## config.mk

```make
export PLATFORM = sky130hd
export DESIGN_NAME = reset_wake_tick_watchdog
export DESIGN_NICKNAME = d
export VERILOG_FILES = /design/src/hw/reset_wake_tick_watchdog_pkg.sv /design/src/hw/reset_wake_tick_watchdog.sv
export SDC_FILE = /design/constraint.sdc
export NUM_CORES = 1
export LEC_CHECK = 0
export BUFFER_PORTS_ARGS = -buffer_cell sky130_fd_sc_hd__buf_2
export CAP_MARGIN = 20
export CORE_MARGIN = 4
export CORE_UTILIZATION = 60
export DETAILED_ROUTE_END_ITERATION = 7
export GPL_TIMING_DRIVEN = 0
export PLACE_DENSITY_LB_ADDON = 0.25
export SLEW_MARGIN = 0
export SYNTH_ARGS = -nofsm -noshare
export SYNTH_HDL_FRONTEND = slang
export SYNTH_SLANG_ARGS = --single-unit
```

## constraint.sdc

```tcl
create_clock -name mclk_i -period 5.15 [get_ports mclk_i]
set_input_delay 1.2875 -clock mclk_i [delete_from_list [all_inputs] [get_ports mclk_i]]
set_output_delay 1.2875 -clock mclk_i [all_outputs]
set_load 0.01 [all_outputs]
```

## src/hw/reset_wake_tick_watchdog_pkg.sv

```systemverilog
// Shared constants and carriers for the reset, wake, tick counter and watchdog block.
// Assumes one core-side register port addressed by file space, page and 4-bit offset.
package reset_wake_tick_watchdog_pkg;

	// ----------------------------------------------------------------
	// Register offsets (tick and flags in the data file, rest in control space)
	// ----------------------------------------------------------------
	localparam logic [3:0] ADDR_TICK_COUNT = 4'h1;
	localparam logic [3:0] ADDR_INT_FLAGS = 4'hf;
	localparam logic [3:0] ADDR_INT_MASK = 4'hf;
	localparam logic [3:0] ADDR_WAKE_CTRL = 4'h6;
	localparam logic [3:0] ADDR_TICK_CTRL = 4'h7;
	localparam logic [3:0] ADDR_WDOG_CTRL = 4'h8;

	// ----------------------------------------------------------------
	// Reset values and writable bits
	// ----------------------------------------------------------------
	localparam logic [7:0] ZERO_BYTE = 8'h00;
	localparam logic [7:0] ONE_BYTE = 8'h01;
	localparam logic [7:0] FULL_BYTE = 8'hff;
	localparam logic [7:0] TICK_CTRL_RST = 8'hbf;
	localparam logic [7:0] WDOG_CTRL_RST = 8'h07;
	localparam logic [7:0] WAKE_CTRL_WMASK = 8'h8f;
	localparam logic [7:0] WDOG_CTRL_WMASK = 8'h0f;

	// ----------------------------------------------------------------
	// Field positions
	// ----------------------------------------------------------------
	localparam int TC_INT_EDGE = 7;
	localparam int TC_GIE = 6;
	localparam int TC_SRC = 5;
	localparam int TC_EDGE = 4;
	localparam int TC_PRESCALER_ASSIGN_BIT = 3;
	localparam int WD_EN = 3;
	localparam int PSEL_HI = 2;
	localparam int PSEL_LO = 0;
	localparam int FLG_TICK = 0;
	localparam int FLG_EXT_IRQ_ZERO = 1;
	localparam int FLG_EXT_IRQ_ONE = 2;
	localparam int FLG_TMR_LO = 3;
	localparam int FLG_TMR_HI = 6;
	localparam int FLG_PORT = 7;

	// ----------------------------------------------------------------
	// Which sources act in which mode
	// ----------------------------------------------------------------
	localparam logic [7:0] IRQ_RUN_SRC = 8'h7f;
	localparam logic [7:0] IDLE_SRC = 8'hfe;
	localparam logic [7:0] SLEEP_SRC = 8'h86;
	localparam logic [12:0] PC_RESET = 13'h0000;
	localparam logic [12:0] PC_WAKE_VECTOR = 13'h0018;

	typedef enum logic [1:0] {MODE_NORMAL, MODE_GREEN, MODE_IDLE, MODE_SLEEP} op_mode_t;

	typedef struct packed {
		logic wr;
		logic rd;
		logic ioc;
		logic page;
		logic [3:0] addr;
		logic [7:0] wdata;
	} reg_req_t;

	typedef struct packed {
		logic reset;
		logic dir_all_in;
		logic osc_run;
		logic por_clear;
		logic pc_load;
		logic [12:0] pc_value;
		logic wake;
		logic irq_req;
	} core_ctl_t;

endpackage : reset_wake_tick_watchdog_pkg

```

## src/hw/reset_wake_tick_watchdog.sv

```systemverilog
// Reset sources, wake decisions, 8-bit tick counter with prescaler, watchdog with prescaler.
// Assumes all inputs synchronous to mclk_i; sub-oscillator edges arrive as one-cycle strobes.
//
// Operation
// - Writing the tick counter clears its prescaler.
// - Watchdog-clear or enter-sleep instruction clears the watchdog prescaler.
// - Tick counter is 8-bit up-counter, source and external edge selectable.
// - Internal source without prescaling counts once per instruction cycle.
// - External source counts each selected rising or falling pin edge.
// - Two separate 8-bit prescalers, each with own three-bit ratio select.
// - Watchdog runs from sub-oscillator, independent of main oscillator.
// - Enabled watchdog expiry resets outside sleep; ignored in sleep.
// - Watchdog enable bit writes take effect immediately.
// - Timeout equals prescale ratio times 256 periods of half sub-oscillator.
// - Reset from power-on, watchdog, enabled low-voltage, or low reset pin.
// - Reset keeps oscillator running and forces program counter to zero.
// - Reset sets all port direction bits, making pins inputs.
// - Reset clears tick counter, watchdog counter and both prescalers.
// - Power-on clears status bits 5,6 and top two bank-select bits.
// - Reset sets tick control to 0xBF, all ones but the global-interrupt bit, which reads zero.
// - Port-change wake keeps registers, then jumps to 0x0018 or continues.
// - Tick overflow interrupts only in running modes, never wakes.
// - External pin edges wake from sleep or idle and interrupt.
// - Timer underflows wake from idle only, interrupt in idle and running modes; nothing in sleep.
// - Port change wakes from sleep/idle; interrupts only if mask bit 7.
// - Ports 6 and 8 detect input changes for change events.
// - Tick source, edge and prescaler-assign bits; ratios 1:2 to 1:256.
// - Watchdog prescale codes give ratios 1:1 to 1:128.
// - Four active-high bits disable change wake per port nibble.
// - Each mask bit enables its interrupt source when one.
`timescale 1ns/1ps
`default_nettype none

module reset_wake_tick_watchdog (
	// Clock and reset
	input wire logic mclk_i,
	input wire logic srst_i,
	// Core register port and instructions
	input wire reset_wake_tick_watchdog_pkg::reg_req_t req_i,
	input wire logic instr_tick_i,
	input wire logic wdt_clr_instr_i,
	input wire logic sleep_instr_i,
	input wire logic gie_i,
	input wire reset_wake_tick_watchdog_pkg::op_mode_t mode_i,
	output logic [7:0] rdata_o,
	output reset_wake_tick_watchdog_pkg::core_ctl_t ctl_o,
	// Reset sources
	input wire logic ext_reset_n_i,
	input wire logic low_voltage_det_i,
	input wire logic low_voltage_reset_en_i,
	// Clocks and pins
	input wire logic sub_osc_tick_i,
	input wire logic tick_pin_i,
	input wire logic ext_irq_zero_i,
	input wire logic ext_irq_one_i,
	input wire logic [3:0] timer_underflow_i,
	input wire logic [7:0] port6_i,
	input wire logic [7:0] port8_i
);

	// ----------------------------------------------------------------
	// Helpers
	// ----------------------------------------------------------------
	function automatic logic [7:0] ratio_mask(input logic [3:0] shift);
		logic [8:0] one;
		one = 9'h001;
		ratio_mask = 8'((one << shift) - one);
	endfunction : ratio_mask

	function automatic logic reg_hit(input reset_wake_tick_watchdog_pkg::reg_req_t r,
			input logic ioc, input logic page, input logic [3:0] addr);
		reg_hit = (r.ioc == ioc) && (!ioc || r.page == page) && (r.addr == addr);
	endfunction : reg_hit

	// ----------------------------------------------------------------
	// State
	// ----------------------------------------------------------------
	logic [7:0] tick_count_q, tick_pre_q, tick_ctrl_q, wdog_ctrl_q, wake_ctrl_q;
	logic [7:0] int_mask_q, int_flags_q, wdt_pre_q, wdt_cnt_q, rdata_q;
	logic [15:0] port_prev_q;
	logic [1:0] ext_prev_q;
	logic pin_s1_q, pin_s2_q, pin_s3_q, half_q, reset_q, por_q, osc_run_q;
	reset_wake_tick_watchdog_pkg::core_ctl_t ctl_q;

	// ----------------------------------------------------------------
	// Decode
	// ----------------------------------------------------------------
	wire clr = srst_i | reset_q;
	wire wr_tick = req_i.wr & reg_hit(req_i, 1'b0, 1'b0, reset_wake_tick_watchdog_pkg::ADDR_TICK_COUNT);
	wire wr_flags = req_i.wr & reg_hit(req_i, 1'b0, 1'b0, reset_wake_tick_watchdog_pkg::ADDR_INT_FLAGS);
	wire wr_mask = req_i.wr & reg_hit(req_i, 1'b1, 1'b0, reset_wake_tick_watchdog_pkg::ADDR_INT_MASK);
	wire wr_wake = req_i.wr & reg_hit(req_i, 1'b1, 1'b1, reset_wake_tick_watchdog_pkg::ADDR_WAKE_CTRL);
	wire wr_tctl = req_i.wr & reg_hit(req_i, 1'b1, 1'b1, reset_wake_tick_watchdog_pkg::ADDR_TICK_CTRL);
	wire wr_wctl = req_i.wr & reg_hit(req_i, 1'b1, 1'b1, reset_wake_tick_watchdog_pkg::ADDR_WDOG_CTRL);
	wire running = (mode_i == reset_wake_tick_watchdog_pkg::MODE_NORMAL)
		| (mode_i == reset_wake_tick_watchdog_pkg::MODE_GREEN);
	wire in_idle = (mode_i == reset_wake_tick_watchdog_pkg::MODE_IDLE);
	wire in_sleep = (mode_i == reset_wake_tick_watchdog_pkg::MODE_SLEEP);

	// ----------------------------------------------------------------
	// Tick counter path
	// ----------------------------------------------------------------
	// Only the second and third sync stages feed the edge detector
	wire pin_rise = pin_s2_q & ~pin_s3_q;
	wire pin_fall = ~pin_s2_q & pin_s3_q;
	wire pin_edge = tick_ctrl_q[reset_wake_tick_watchdog_pkg::TC_EDGE] ? pin_fall : pin_rise;
	wire tick_evt = tick_ctrl_q[reset_wake_tick_watchdog_pkg::TC_SRC] ? pin_edge : instr_tick_i;
	wire [2:0] tick_sel = tick_ctrl_q[reset_wake_tick_watchdog_pkg::PSEL_HI:reset_wake_tick_watchdog_pkg::PSEL_LO];
	// Prescaler off means shift 0 (1:1); codes 0..7 give 1:2..1:256
	wire [3:0] tick_shift = tick_ctrl_q[reset_wake_tick_watchdog_pkg::TC_PRESCALER_ASSIGN_BIT] ?
		({1'b0, tick_sel} + 4'h1) : 4'h0;
	wire [7:0] tick_mask = ratio_mask(tick_shift);
	wire tick_inc = tick_evt & ((tick_pre_q & tick_mask) == tick_mask);
	wire tick_ovf = tick_inc & ~wr_tick & (tick_count_q == reset_wake_tick_watchdog_pkg::FULL_BYTE);

	// ----------------------------------------------------------------
	// Watchdog path
	// ----------------------------------------------------------------
	wire fs_half_tick = sub_osc_tick_i & half_q;
	wire [2:0] wdt_sel = wdog_ctrl_q[reset_wake_tick_watchdog_pkg::PSEL_HI:reset_wake_tick_watchdog_pkg::PSEL_LO];
	wire [7:0] wdt_mask = ratio_mask({1'b0, wdt_sel});
	wire wdt_en = wdog_ctrl_q[reset_wake_tick_watchdog_pkg::WD_EN];
	wire wdt_pre_clr = wdt_clr_instr_i | sleep_instr_i;
	wire wdt_step = fs_half_tick & ((wdt_pre_q & wdt_mask) == wdt_mask) & ~wdt_pre_clr;
	wire wdt_expire = wdt_en & ~in_sleep & wdt_step
		& (wdt_cnt_q == reset_wake_tick_watchdog_pkg::FULL_BYTE);
	wire lv_reset = low_voltage_det_i & low_voltage_reset_en_i;
	wire rst_cause = ~ext_reset_n_i | lv_reset | wdt_expire;

	// ----------------------------------------------------------------
	// Wake and interrupt sources
	// ----------------------------------------------------------------
	wire ext_irq_zero_rise = ext_irq_zero_i & ~ext_prev_q[0];
	wire ext_irq_zero_fall = ~ext_irq_zero_i & ext_prev_q[0];
	wire ext_irq_zero_evt = tick_ctrl_q[reset_wake_tick_watchdog_pkg::TC_INT_EDGE] ? ext_irq_zero_fall : ext_irq_zero_rise;
	wire ext_irq_one_evt = ~ext_irq_one_i & ext_prev_q[1];
	wire [15:0] port_now = {port8_i, port6_i};
	wire [15:0] port_diff = port_now ^ port_prev_q;
	wire [3:0] nib_chg = {|port_diff[15:12], |port_diff[11:8], |port_diff[7:4], |port_diff[3:0]};
	wire port_evt = |(nib_chg & ~wake_ctrl_q[3:0]);
	wire [7:0] src_evt = {port_evt, timer_underflow_i, ext_irq_one_evt, ext_irq_zero_evt, tick_ovf};
	wire [7:0] mode_src = running ? reset_wake_tick_watchdog_pkg::IRQ_RUN_SRC :
		(in_idle ? reset_wake_tick_watchdog_pkg::IDLE_SRC : reset_wake_tick_watchdog_pkg::SLEEP_SRC);
	wire [7:0] flag_set = src_evt & mode_src & int_mask_q;
	// Port change wakes regardless of its mask; others wake only when enabled
	wire [7:0] wake_en = int_mask_q | (8'h01 << reset_wake_tick_watchdog_pkg::FLG_PORT);
	wire wake_evt = ~running & |(src_evt & mode_src & wake_en);
	wire port_jump = ~running & port_evt & int_mask_q[reset_wake_tick_watchdog_pkg::FLG_PORT];
	wire [7:0] flags_d = (wr_flags ? req_i.wdata : int_flags_q) | flag_set;

	// ----------------------------------------------------------------
	// Read mux
	// ----------------------------------------------------------------
	// Global-interrupt bit mirrors the core but is held low while in reset
	wire [7:0] tctl_rd = {tick_ctrl_q[7], gie_i & ~reset_q, tick_ctrl_q[5:0]};
	wire [7:0] rd_mux =
		reg_hit(req_i, 1'b0, 1'b0, reset_wake_tick_watchdog_pkg::ADDR_TICK_COUNT) ? tick_count_q :
		reg_hit(req_i, 1'b0, 1'b0, reset_wake_tick_watchdog_pkg::ADDR_INT_FLAGS) ? int_flags_q :
		reg_hit(req_i, 1'b1, 1'b0, reset_wake_tick_watchdog_pkg::ADDR_INT_MASK) ? int_mask_q :
		reg_hit(req_i, 1'b1, 1'b1, reset_wake_tick_watchdog_pkg::ADDR_WAKE_CTRL) ? wake_ctrl_q :
		reg_hit(req_i, 1'b1, 1'b1, reset_wake_tick_watchdog_pkg::ADDR_TICK_CTRL) ? tctl_rd :
		reg_hit(req_i, 1'b1, 1'b1, reset_wake_tick_watchdog_pkg::ADDR_WDOG_CTRL) ? wdog_ctrl_q :
		reset_wake_tick_watchdog_pkg::ZERO_BYTE;

	// ----------------------------------------------------------------
	// Reset sequencing
	// ----------------------------------------------------------------
	always_ff @(posedge mclk_i) begin
		reset_q <= srst_i | rst_cause;
		por_q <= srst_i;
		if (clr)
			osc_run_q <= 1'b1;
		else if (sleep_instr_i)
			osc_run_q <= 1'b0;
		else if (wake_evt)
			osc_run_q <= 1'b1;
	end

	// ----------------------------------------------------------------
	// Sampling of pins
	// ----------------------------------------------------------------
	always_ff @(posedge mclk_i) begin
		pin_s1_q <= tick_pin_i;
		pin_s2_q <= pin_s1_q;
		pin_s3_q <= pin_s2_q;
		ext_prev_q <= {ext_irq_one_i, ext_irq_zero_i};
		port_prev_q <= port_now;
	end

	// ----------------------------------------------------------------
	// Control registers
	// ----------------------------------------------------------------
	always_ff @(posedge mclk_i) begin
		if (clr) begin
			tick_ctrl_q <= reset_wake_tick_watchdog_pkg::TICK_CTRL_RST;
			wdog_ctrl_q <= reset_wake_tick_watchdog_pkg::WDOG_CTRL_RST;
			wake_ctrl_q <= reset_wake_tick_watchdog_pkg::ZERO_BYTE;
			int_mask_q <= reset_wake_tick_watchdog_pkg::ZERO_BYTE;
			int_flags_q <= reset_wake_tick_watchdog_pkg::ZERO_BYTE;
		end else begin
			if (wr_tctl)
				tick_ctrl_q <= req_i.wdata;
			if (wr_wctl)
				wdog_ctrl_q <= req_i.wdata & reset_wake_tick_watchdog_pkg::WDOG_CTRL_WMASK;
			if (wr_wake)
				wake_ctrl_q <= req_i.wdata & reset_wake_tick_watchdog_pkg::WAKE_CTRL_WMASK;
			if (wr_mask)
				int_mask_q <= req_i.wdata;
			// A source event in the clearing write's cycle still sets its flag
			int_flags_q <= flags_d;
		end
	end

	// ----------------------------------------------------------------
	// Tick counter and prescaler
	// ----------------------------------------------------------------
	always_ff @(posedge mclk_i) begin
		if (clr) begin
			tick_count_q <= reset_wake_tick_watchdog_pkg::ZERO_BYTE;
			tick_pre_q <= reset_wake_tick_watchdog_pkg::ZERO_BYTE;
		end else if (wr_tick) begin
			tick_count_q <= req_i.wdata;
			tick_pre_q <= reset_wake_tick_watchdog_pkg::ZERO_BYTE;
		end else begin
			if (tick_evt)
				tick_pre_q <= tick_pre_q + reset_wake_tick_watchdog_pkg::ONE_BYTE;
			if (tick_inc)
				tick_count_q <= tick_count_q + reset_wake_tick_watchdog_pkg::ONE_BYTE;
		end
	end

	// ----------------------------------------------------------------
	// Watchdog, clocked by sub-oscillator strobes so main clock gating is irrelevant
	// ----------------------------------------------------------------
	always_ff @(posedge mclk_i) begin
		if (clr) begin
			half_q <= 1'b0;
			wdt_pre_q <= reset_wake_tick_watchdog_pkg::ZERO_BYTE;
			wdt_cnt_q <= reset_wake_tick_watchdog_pkg::ZERO_BYTE;
		end else begin
			if (sub_osc_tick_i)
				half_q <= ~half_q;
			if (wdt_pre_clr)
				wdt_pre_q <= reset_wake_tick_watchdog_pkg::ZERO_BYTE;
			else if (fs_half_tick)
				wdt_pre_q <= wdt_pre_q + reset_wake_tick_watchdog_pkg::ONE_BYTE;
			// Disabled watchdog holds at zero so enabling never fires at once
			if (wdt_clr_instr_i || !wdt_en)
				wdt_cnt_q <= reset_wake_tick_watchdog_pkg::ZERO_BYTE;
			else if (wdt_step)
				wdt_cnt_q <= wdt_cnt_q + reset_wake_tick_watchdog_pkg::ONE_BYTE;
		end
	end

	// ----------------------------------------------------------------
	// Outputs to the core
	// ----------------------------------------------------------------
	always_ff @(posedge mclk_i) begin
		ctl_q.reset <= srst_i | rst_cause;
		ctl_q.dir_all_in <= srst_i | rst_cause;
		ctl_q.osc_run <= srst_i | rst_cause | osc_run_q;
		ctl_q.por_clear <= por_q & ~srst_i;
		ctl_q.pc_load <= srst_i | rst_cause | (port_jump & ~clr);
		ctl_q.pc_value <= (srst_i | rst_cause) ? reset_wake_tick_watchdog_pkg::PC_RESET :
			reset_wake_tick_watchdog_pkg::PC_WAKE_VECTOR;
		ctl_q.wake <= wake_evt & ~clr;
		ctl_q.irq_req <= ~clr & |(int_flags_q & int_mask_q);
		rdata_q <= (req_i.rd & ~srst_i) ? rd_mux : reset_wake_tick_watchdog_pkg::ZERO_BYTE;
	end

	assign ctl_o = ctl_q;
	assign rdata_o = rdata_q;
endmodule : reset_wake_tick_watchdog

`default_nettype wire

```

=== Word level (Yosys, flattened, before mapping) ===
Cells that the tools add are included.

* Register bits after elaboration: 108
* Latch bits: 0
* RAM bits: 0
* Bits in read-only memories: 0
* Input port bits: 51
* Output and inout bits: 28
* Memories: 0

* $add $sub $neg: 7
* $mul: 0
* Divide/modulo/power cells: 0
* Order comparisons: 0
* Equality and inequality tests: 12
* Shift operators: 2
* Mux-type cells: 18
* Bitwise logic cells: 64
* Reductions and logical operators: 23

{| class="wikitable"
|+ Operators with widths
! operator !! count
|-
| 2-to-1 mux 8 bit || 9
|-
| bitwise AND 8 bit || 6
|-
| adder 8 x 1 -> 8 bit, second input constant || 4
|-
| bitwise AND 1 bit || 30
|-
| OR reduction 4 bit || 5
|-
| == test 8 bit || 2
|-
| == test 8 bit, second input constant || 2
|-
| inverter 1 bit || 16
|-
| OR reduction 8 bit || 2
|-
| subtractor 8 x 1 -> 8 bit, second input constant || 2
|-
| XOR 16 bit || 1
|-
| == test 4 x 3 -> 1 bit, second input constant || 2
|-
| == test 4 bit, second input constant || 2
|-
| logical AND 1 bit || 8
|-
| 2-to-1 mux 4 bit || 2
|-
| bitwise OR 1 bit || 8
|-
| bitwise OR 8 bit || 1
|-
| << shifter 1 x 3 -> 8 bit, first input constant || 1
|-
| << shifter 1 x 4 -> 8 bit, first input constant || 1
|-
| 2-to-1 mux 7 bit || 1
|-
| OR reduction 2 bit || 3
|-
| 2-to-1 mux 1 bit || 5
|-
| 2-to-1 mux 5 bit || 1
|-
| adder 3 x 1 -> 4 bit, second input constant || 1
|-
| 9 further kinds || 11
|}

=== Depth between registers and ports, before layout ===
Gate-level depths: netlist (run 1).

* Depth after elaboration: 15
* Depth in mapped cells: 12

=== Worst setup path before layout (run 1) ===
No wires, ideal clock.

* Kind: reg2reg
* From: register tick_ctrl_q[1]
* To: register osc_run_q
* Setup time: 140 ps
* Data arrival time: 2737 ps
* Setup slack: 2273 ps
* Stages on the path, launching flop included: 13
* Buffers on the path: 0
* Clock period less this slack: 2877 ps
* Path through: dfxtp_1 > ha_1 > and3b_1 > nor2_1 > o31a_1 > ha_1 > inv_1 > a211o_1 > a32o_1 > o31ai_2 > nor3_4 > a41oi_1 > a22oi_1

* Longest elaborated chain between the ends: 14

{| class="wikitable"
|+ RTL lines
! element !! line !! RTL
|-
| from (decl) || reset_wake_tick_watchdog.sv:78 || <nowiki>logic [7:0] tick_count_q, tick_pre_q, tick_ctrl_q, wdog_ctrl_q, wake_ctrl_q;</nowiki>
|-
| from (signal assigned) || reset_wake_tick_watchdog.sv:195 || <nowiki>tick_ctrl_q <= reset_wake_tick_watchdog_pkg::TICK_CTRL_RST;</nowiki>
|-
| from (signal assigned) || reset_wake_tick_watchdog.sv:202 || <nowiki>tick_ctrl_q <= req_i.wdata;</nowiki>
|-
| adder 3 x 1 -> 4 bit (*) || reset_wake_tick_watchdog.sv:111 || <nowiki>({1'b0, tick_sel} + 4'h1) : 4'h0;</nowiki>
|-
| 2-to-1 mux 4 bit (*) || reset_wake_tick_watchdog.sv:110 || <nowiki>wire [3:0] tick_shift = tick_ctrl_q[reset_wake_tick_watchdog_pkg::TC_PRESCALER_ASSIGN_BIT] ?</nowiki>
|-
| << shifter 1 x 4 -> 8 bit (*) || reset_wake_tick_watchdog.sv:67 || <nowiki>ratio_mask = 8'((one << shift) - one);</nowiki>
|-
| subtractor 8 x 1 -> 8 bit (*) || reset_wake_tick_watchdog.sv:67 ||
|-
| bitwise AND 8 bit || reset_wake_tick_watchdog.sv:113 || <nowiki>wire tick_inc = tick_evt & ((tick_pre_q & tick_mask) == tick_mask);</nowiki>
|-
| == test 8 bit (*) || reset_wake_tick_watchdog.sv:113 ||
|-
| bitwise AND 1 bit (*) || reset_wake_tick_watchdog.sv:113 ||
|-
| bitwise AND 1 bit (*) (2 in series) || reset_wake_tick_watchdog.sv:114 || <nowiki>wire tick_ovf = tick_inc & ~wr_tick & (tick_count_q == reset_wake_tick_watchdog_pkg::FULL_BYTE);</nowiki>
|-
| bitwise AND 8 bit (*) (2 in series) || reset_wake_tick_watchdog.sv:147 || <nowiki>wire wake_evt = ~running & |(src_evt & mode_src & wake_en);</nowiki>
|-
| OR reduction 8 bit (*) || reset_wake_tick_watchdog.sv:147 ||
|-
| bitwise AND 1 bit (*) || reset_wake_tick_watchdog.sv:147 ||
|-
| nonzero test 2 bit (no line) (*) || -- ||
|-
| to (signal assigned) || reset_wake_tick_watchdog.sv:172 || <nowiki>osc_run_q <= 1'b1;</nowiki>
|-
| to (signal assigned) || reset_wake_tick_watchdog.sv:174 || <nowiki>osc_run_q <= 1'b0;</nowiki>
|-
| to (signal assigned) || reset_wake_tick_watchdog.sv:176 || <nowiki>osc_run_q <= 1'b1;</nowiki>
|-
| to (decl) || reset_wake_tick_watchdog.sv:82 || <nowiki>logic pin_s1_q, pin_s2_q, pin_s3_q, half_q, reset_q, por_q, osc_run_q;</nowiki>
|}

Mark *: on every way between the ends. The rest lies on a longest branch, timed or not.
A chain may end at the register's enable or synchronous reset.

=== Worst setup path in the final report (run 1) ===
Same ends and word-level chain as after synthesis.

==> qor.csv, run 1 <==
metric,value,unit
final hold vios,0,
Core Rows,31,
CTS Buffer Depth,2,
DRC violations left,0,
"Area growth, synth to finish",15.7,%
antenna violations before repair,0,
Skew-Pair Late Insertion Delay,360,ps
layout cells sized above 1,0.179,
Final Max Slew Viols,0,
synthesized instance count,531,
vias post-DR,4304,
"delay-heaviest family, CP",compound AO/OA/AOI/OAI gates,
Leakage,2.03,nW
Yosys warnings,0,
upper clock frequency limit,290,MHz
RSZ-0062 raised after global routing,false,
CTS Sinks,102,
crit-path max cell delay,500,ps
CTS tree,done,
Tot GR Track Use,0.263,
leading post-synthesis cells by cell area,"dfxtp_1 (44%), nand2_1 (6.2%), xnor2_1 (5.5%)",
critical path cell sequence,"ha_1, nor2_1, nor2_1, o31a_1, ha_1, inv_1, a211o_1, a32o_1, o31ai_2, nor3_4, a41oi_1, a22oi_1",
Worst Path Required,5370,ps
Die H,95.9,um
Hold Buf Count CTS,0,
Yosys cell types,60,
PwrDens,272,nW/um^2
async set-reset flop share out of synthesis,0,
first-pass GRT wire length,18900,um
clock skew,10.9,ps
fill count,603,
Slew @ Worst Pin,964,ps
post-CTS sizing,0,
Max-Cap Viols,0,
Critical Path AT,3670,ps
crit path kind,register to register,
Num CTS Buffers,9,
via/cell ratio,5.95,
total gr overflow,0,
status,completed,
Power Total,0.00146,W
Core ar.,7370,sq um
die area,9200,sq um
GPL Wtd Cong,0.973,
Root Driver,clkbuf_8,
worst path bufs/invs,1,
post-synthesis register bit count,102,
final setup violation count,0,
Rel. slew slack,0.351,
postcts setup bufs,0,
Starting Density,0.629,
wire per inst,16.1,um
sequential fraction of the synthesis area,0.440,
Synth Flop Type,dfxtp_1,
endpoint class of the critical path,register,
clock slew at reported path FFs,100,ps
pin count of the biggest net entering global routing,17,
Mapped Area,4640,sq um
post-synth top area cell,dfxtp_1,
vias in the first global route,4005,
DRT Pass-1 Iters,6,
worst vdd ir,0.215,mV
worst hold slack,343,ps
"EDFF count, synth",0,
Buffers on Ports,67,
Mean Syn Cell Area,8.73,sq um
Tmin final,3450,ps
CTS H-tree depth,3,
Routed WL,11600,um
post-route ant nets,0,
Hold Crit Class,register to register,
Final nets,677,
Die Width,95.9,um
top-area cell type share of the netlist area,0.440,
Ports,79,
Startpoint Class,register,
dpl hpwl,8590,um
flop2flop setup slack,1700,ps
CP Max Fanout,9,
Worst path slowest cell,dfxtp_1,
crit share post-route,0.670,
drt initial violations,461,
antenna cells,0,
setup TNS,0,ps
==> registers in the layout, summed over array words and instances (netlist names) <==
signal	cells
half_q	1
tick_count_q	8
port_prev_q	16
tick_ctrl_q	7
osc_run_q	1
ctl_o	6
int_flags_q	8
wake_ctrl_q	5
pin_s1_q	1
pin_s2_q	1
por_q	1
wdt_cnt_q	8
wdt_pre_q	7
int_mask_q	8
ext_prev_q	2
tick_pre_q	8
reset_q	1
rdata_o	8
pin_s3_q	1
wdog_ctrl_q	4
==> routing by layer <==
metal / global-route usage / up-vias / routed length, um
li1: - / 2071 / -
met4: 0.0877 / 0 / 310
met3: 0.0618 / 31 / 1120
met1: 0.367 / 1980 / 4960
met5: 0 / - / 0
met2: 0.400 / 222 / 5220
==> stage by stage <==
step                      cells  instance area, sq um   util  setup WS (ps)
after floorplan             541                  4670      -           2270
after global placement      707                  5130  0.697           1680
after detailed placement    708                  5140  0.698           1730
after CTS                   723                  5360  0.728           1730
after global routing        723                  5360  0.728           1420
final                       723                  5360  0.728           1700
==> final timing paths <==
| kind | start | to | cells past startpoint |
|---|---|---|---|
| worst max register to register | tick_ctrl_q[1] | osc_run_q | 12 |
| worst max-delay path | tick_ctrl_q[1] | osc_run_q | 12 |
| worst min-delay path | pin_s1_q | pin_s2_q | 0 |
| worst min register to register | pin_s1_q | pin_s2_q | 0 |
==> worst register-to-register path, delay by kind of cell, from the launching register on <==
family / cells / cell delay (ps)
AND/OR/NAND/NOR: 3 / 420
AO/OA/AOI/OAI: 6 / 1690
buffers and inverters: 1 / 130
flip-flops: 1 / 500
adder cells (fa/ha/maj): 2 / 570
==> layout by cell type, fill, tap and decap left out, types with 7 or more instances in the layout <==
cell type	instances
a21oi_1	33
a222oi_1	8
a31oi_1	9
and3_1	7
buf_2	69
buf_4	14
clkbuf_1	17
clkbuf_8	10
conb_1	11
dfxtp_1	102
nand2_1	76
nand3_1	50
nand4_1	9
nor2_1	45
o21ai_0	12
xnor2_1	29
xor2_1	13
==> synth_stat cells (all sizes together), types with 9 or more instances <==
library cell  instances
nand2                76
a31oi                10
nand4                 9
xnor2                29
buf                  17
a21oi                33
o21ai                12
xor2                 13
nor2                 45
dfxtp               102
nand3                50
clkbuf               17
==> report_power, final <==
group	leakage, nW	switching (W)	internal (W)
combinational	1.09	0.0000544	0.0000422
clock	0.109	0.000270	0.000285
sequential	0.832	0.00000548	0.000800
==> cell families (layout without fill, tap and decap cells) <==
kind of cell / count (synthesis) / after routing / synth area share
AO/OA/AOI/OAI: 104 / 104 / 0.167
XOR/XNOR: 42 / 42 / 0.0793
adder cells (fa/ha/maj): 6 / 6 / 0.0162
buffers and inverters: 40 / 123 / 0.0443
flip-flops: 102 / 102 / 0.440
multiplexers: 5 / 5 / 0.0108
other: 1 / 11 / 0.000809
AND/OR/NAND/NOR: 231 / 231 / 0.241
==> cell type report <==
class | count | area [sq um] | share of cell area
Multi-Input combinational cell | 399 | 2430 | 0.453
Tap cell | 99 | 124 | 0.0231
Timing Repair Buffer | 68 | 347 | 0.0646
Buffer | 34 | 183 | 0.0341
Clock buffer | 10 | 138 | 0.0257
Clock inverter | 5 | 81.3 | 0.0152
Sequential cell | 102 | 2040 | 0.381
Inverter | 6 | 22.5 | 0.00420
No activity file was read; power rests on OpenSTA's default activity.
==> run 2: changes to the inputs <==
Settings changed: CORE_UTILIZATION 60 to 50.
Clock period 5.15 ns to 2.85 ns, I/O delays scaled along.
==> run 2 against run 1 <==
Maximum frequency grew 28%. Critical path type unchanged. First-iteration DRC count shrank 3.3%. Clock skew grew 6.0 ps. Non-clock buffer count grew 4. Total power grew 73%. Utilization shrank 11 points. Global-route usage shrank 4.6 points.
==> qor.csv, run 2 (synthesized netlist as in run 1, its figures left out) <==
metric,value,unit,change
max reg flops,16,,unchanged
grt met3 use,0.0552,,-0.00652
met1 GRT Util,0.284,,-0.0834
DRT Pass-1 Iters,5,,-1
fill count,778,,+29%
clock skew,16.8,ps,+5.96 ps
Placed Area,5160,sq um,+0.27%
CTS tree,done,,
Buffers on Ports,67,,unchanged
pin count of the biggest net entering global routing,19,,+2
worst r2r src,tick_ctrl_q[1],,
crit path kind,register to register,,
PwrDens,461,nW/um^2,+70%
worst vdd ir,0.342,mV,+59%
via/cell ratio,5.84,,-1.9%
register area,2050,sq um,+0.18%
Rel. slew slack,0.306,,-0.0453
Ports,79,,unchanged
CTS H-tree depth,3,,unchanged
Final Max Slew Viols,0,,unchanged
critical path startpoint,tick_ctrl_q[1],,
Final nets,681,,+0.59%
Die H,104,um,+8.7%
Skew-Pair Late Insertion Delay,370,ps,about the same
Root Driver,clkbuf_8,,
final setup violation count,0,,unchanged
Critical Path AT,3010,ps,-660 ps
Multi-input gate area,2510,sq um,+3.3%
Startpoint Class,register,,
setup TNS,0,ps,unchanged
layout cells sized above 1,0.202,,+0.0224
Leakage,2.07,nW,+1.8%
RSZ-0062 raised after global routing,false,,
flop2flop setup slack,140,ps,-1560 ps
gr busiest metal,met2,,
design area,5460,sq um,+1.8%
post-route ant nets,0,,unchanged
"Area growth, synth to finish",17.8,%,
DRC violations left,0,,unchanged
vias in the first global route,3961,,-1.1%
worst hold slack,339,ps,-3.41 ps
dpl hpwl,8940,um,+4.1%
launch point of the worst hold path,pin_s1_q,,
clock slew at reported path FFs,110,ps,about the same
"Most flops, register",port_prev_q,,
crit share post-route,0.949,,+0.279
final hold vios,0,,unchanged
Max-Cap Viols,0,,unchanged
cells on worst reg2reg path,10,,-2
"most common cell after layout, fill and taps aside",dfxtp_1,,
Core Rows,34,,+9.7%
CTS Sinks,102,,unchanged
Worst Path Required,3150,ps,-2220 ps
first-pass GRT wire length,19300,um,+2.2%
Hold Crit Class,register to register,,
reg2reg end,osc_run_q,,
Tmin final,2710,ps,-744 ps
die area,10900,sq um,+18%
vias post-DR,4305,,+0.023%
Slew @ Worst Pin,1030,ps,+67.3 ps
Starting Density,0.522,,-0.108
Num CTS Buffers,9,,unchanged
total gr overflow,0,,unchanged
placed cells,717,,+1.3%
CP Max Fanout,8,,-1
Tot GR Track Use,0.217,,-0.0459
drt initial violations,446,,-3.3%
GPL Wtd Cong,0.912,,-6.3%
Core ar.,8890,sq um,+21%
"leading cell types in the layout, fill and taps excluded","dfxtp_1 (101), nand2_1 (76), buf_2 (70)",,
upper clock frequency limit,370,MHz,+28%
antenna violations before repair,1,,+1
status,completed,,
antenna cells,0,,unchanged
CTS Buffer Depth,2,,unchanged
Routed WL,11900,um,+2.7%
Post-Layout Cell Count,737,,+1.9%
WHS Endpoint,pin_s2_q,,
endpoint class of the critical path,register,,
wire per inst,16.2,um,+0.75%
met2 global-route usage,0.348,,-0.0523
Die Width,104,um,+8.7%
Hold Crit Depth,0,,unchanged
run 2: cell types whose count changed in the layout (fill, tap and decap cells not counted), sizes merged:
cell / before / now
buf: 84 / 90
bufinv: 2 / 0
clkinv: 1 / 2
clkdlybuf4s15: 1 / 0
inv: 7 / 9
clkinvlp: 1 / 0
run 2: worst max-delay path, cell delays in order (launching register included):
cell and delay, ps:
dfxtp_4 380, ha_4 250, nand2b_1 180, or3_4 360
ha_4 180, inv_2 80, xnor2_1 200, o2111ai_4 230
nor3_4 380, a41oi_2 210, a22oi_1 190
run 2: final cells by class:
| class | count | share of cell area |
|---|---|---|
| Sequential cell | 102 | 0.375 |
| Timing Repair Buffer | 73 | 0.0699 |
| Multi-Input combinational cell | 399 | 0.459 |
| Buffer | 33 | 0.0328 |
| Inverter | 6 | 0.00412 |
| Clock inverter | 5 | 0.00893 |
| Tap cell | 108 | 0.0247 |
| Clock buffer | 11 | 0.0259 |
run 2: how the worst max path moves through the flow:
stage                      endpoint  slack [ps]  cells after the start
floorplan                 osc_run_q          50                     11
global placement          osc_run_q        -440                     11
detailed placement        osc_run_q        -460                     11
CTS                 tick_count_q[7]          20                     13
global route        tick_count_q[7]          30                     13
finish                    osc_run_q         140                     10
run 2: metal layers:
layer / vias up / share of wire
li1: 2070 / -
met1: 1999 / 0.42
met2: 207 / 0.46
met3: 27 / 0.097
met4: 2 / 0.021
met5: - / 0.00059
run 2: per-stage QoR:
step / utilization / power [W] / worst slack [ps]
floorplan: - / 0.00158 / 52.8
finish: 0.614 / 0.00252 / 145
global route: 0.614 / 0.00261 / 30.8
global placement: 0.580 / 0.00166 / -437
CTS: 0.612 / 0.00253 / 15.6
detailed placement: 0.580 / 0.00166 / -455
run 2: timing repair:
action,CTS,global route
setup endpoints to repair,11,10
setup buffers,2,3
resized for setup,15,1
pin swaps,5,7
hold buffers,0,0
run 2: power by group:
group	switching, W	internal [W]	leakage [nW]
Clock	0.000524	0.000361	0.0979
Sequential	0.0000102	0.00145	0.831
Combinational	0.0000988	0.0000766	1.14
Total	0.000633	0.00188	2.07
==> run 3: changes to the inputs <==
Settings changed: SETUP_SLACK_MARGIN set to 0.3.
==> run 3 against run 2 <==
First-iteration DRC count fell by 27%. Cell count rose by 0.68%. Final area rose by 1.9%. Critical endpoint is now tick_count_q[0]. Highest routed layer is now met4.
==> qor.csv, run 3 (synthesized netlist as in run 1, its figures left out) <==
metric,value,unit,change
Leakage,2.12,nW,+2.7%
critical path cell sequence,"ha_4, and3b_1, nor2_2, o31a_1, ha_4, inv_4, a211o_1, a32o_2, o31ai_4, nor3_4, buf_4, xnor2_2, a211oi_2",,
endpoint class of the critical path,register,,
pin count of the biggest net entering global routing,17,,-2
CTS Sinks,102,,unchanged
"Area growth, synth to finish",20.1,%,
"delay-heaviest family, CP",compound AO/OA/AOI/OAI gates,,
die area,10900,sq um,unchanged
Critical Path AT,2950,ps,-60 ps
pre-CTS setup slack,-59.5,ps,+396 ps
Startpoint Class,register,,
Tmin final,2660,ps,-50.3 ps
CTS Buffer Depth,2,,unchanged
Worst path slowest cell,dfxtp_4,,
drt initial violations,324,,-27%
worst vdd ir,0.307,mV,-10%
fill count,769,,-1.2%
Hold Crit Class,register to register,,
Max-Cap Viols,0,,unchanged
worst path bufs/invs,2,,+1
Routed WL,12200,um,+2.4%
"most common cell after layout, fill and taps aside",dfxtp_1,,
Rel. slew slack,0.318,,+0.0122
upper clock frequency limit,377,MHz,+1.9%
antenna violations before repair,0,,-1
Core ar.,8890,sq um,unchanged
Num CTS Buffers,9,,unchanged
total gr overflow,0,,unchanged
GPL Wtd Cong,0.897,,-1.7%
"Top cell by count, worst path",ha_4,,
CP Max Fanout,4,,-4
Worst Path Required,3150,ps,about the same
RSZ-0062 raised after global routing,true,,
CTS H-tree depth,3,,unchanged
CTS tree,done,,
Tot GR Track Use,0.217,,about the same
layout cells sized above 1,0.218,,+0.0158
Skew-Pair Late Insertion Delay,370,ps,about the same
post-route ant nets,0,,unchanged
final setup violation count,0,,unchanged
DRC violations left,0,,unchanged
Buffers on Ports,67,,unchanged
Final Max Slew Viols,0,,unchanged
status,completed,,
Ports,79,,unchanged
PwrDens,475,nW/um^2,+3.2%
dpl hpwl,9000,um,+0.66%
clock slew at reported path FFs,100,ps,about the same
Die H,104,um,unchanged
first-pass GRT wire length,19200,um,-0.18%
Setup WS post-layout,195,ps,+50.3 ps
via/cell ratio,5.81,,-0.47%
crit path kind,register to register,,
vias in the first global route,3994,,+0.83%
Die Width,104,um,unchanged
Root Driver,clkbuf_8,,
DRT Pass-1 Iters,5,,unchanged
"Most flops, register",port_prev_q,,
max reg flops,16,,unchanged
final hold vios,0,,unchanged
Power Total,0.00265,W,+5.2%
wire per inst,16.4,um,+1.7%
Starting Density,0.522,,unchanged
"leading cell types in the layout, fill and taps excluded","dfxtp_1 (101), nand2_1 (76), buf_2 (69)",,
Final nets,687,,+0.88%
antenna cells,0,,unchanged
Slew @ Worst Pin,1010,ps,-18.2 ps
clock skew,10.5,ps,-6.33 ps
crit-path max cell delay,360,ps,-20 ps
Core Rows,34,,unchanged
crit share post-route,0.932,,-0.0177
vias post-DR,4314,,+0.21%
[run 3: changes by cell type in the layout (fill, tap and decap cells not counted), sizes merged]
cell,delta
buf,+5
bufinv,+2
inv,-2
[run 3: metrics by stage]
step / cells / utilization / setup TNS, ps / hold slack, ps / instance area, sq um
3_5_place_dp: 717 / 0.584 / -59.5 / 318 / 5190
2_1_floorplan: 541 / - / 0 / 310 / 4720
3_3_place_gp: 716 / 0.584 / -63.6 / 310 / 5190
6_report: 742 / 0.626 / 0 / 337 / 5570
4_1_cts: 741 / 0.624 / 0 / 341 / 5550
5_1_grt: 742 / 0.626 / 0 / 350 / 5570
[run 3: worst paths after layout]
path | from | end | slack (ps) | depth (start not counted)
hold / removal | pin_s1_q | pin_s2_q | 340 | 0
setup / recovery | tick_ctrl_q[1] | tick_count_q[0] | 190 | 13
hold reg to reg | pin_s1_q | pin_s2_q | 340 | 0
setup reg to reg | tick_ctrl_q[1] | tick_count_q[0] | 190 | 13
[run 3: layout make-up]
class / instances / area [sq um] / share of cell area
plain buffers: 34 / 186 / 0.0335
repair buffers: 78 / 415 / 0.0746
clock inverters: 5 / 82.6 / 0.0148
flip-flops and latches: 102 / 2050 / 0.367
multi-input cells: 399 / 2540 / 0.456
inverters: 6 / 25.0 / 0.00449
well taps: 108 / 135 / 0.0243
clock buffers: 10 / 138 / 0.0247
[run 3: layer usage]
metal / wire (um) / track usage / vias to the layer above
met4: 308 / 0.0864 / 0
li1: - / - / 2085
met1: 5110 / 0.278 / 1979
met3: 1080 / 0.0503 / 31
met2: 5710 / 0.354 / 219
met5: 0 / 0 / -
[run 3: where the power goes]
group          switching [W]  internal, W  leakage (nW)
clock               0.000498     0.000517         0.113
sequential        0.00000986      0.00145         0.831
combinational      0.0000984    0.0000770          1.18
[run 3: repair_timing]
action | 4_1_cts | 5_1_grt
endpoints found under the setup margin | 11 | 13
setup buffers | 9 | 1
resized for setup | 11 | 2
hold buffers | 0 | 0
pin swaps | 13 | 1
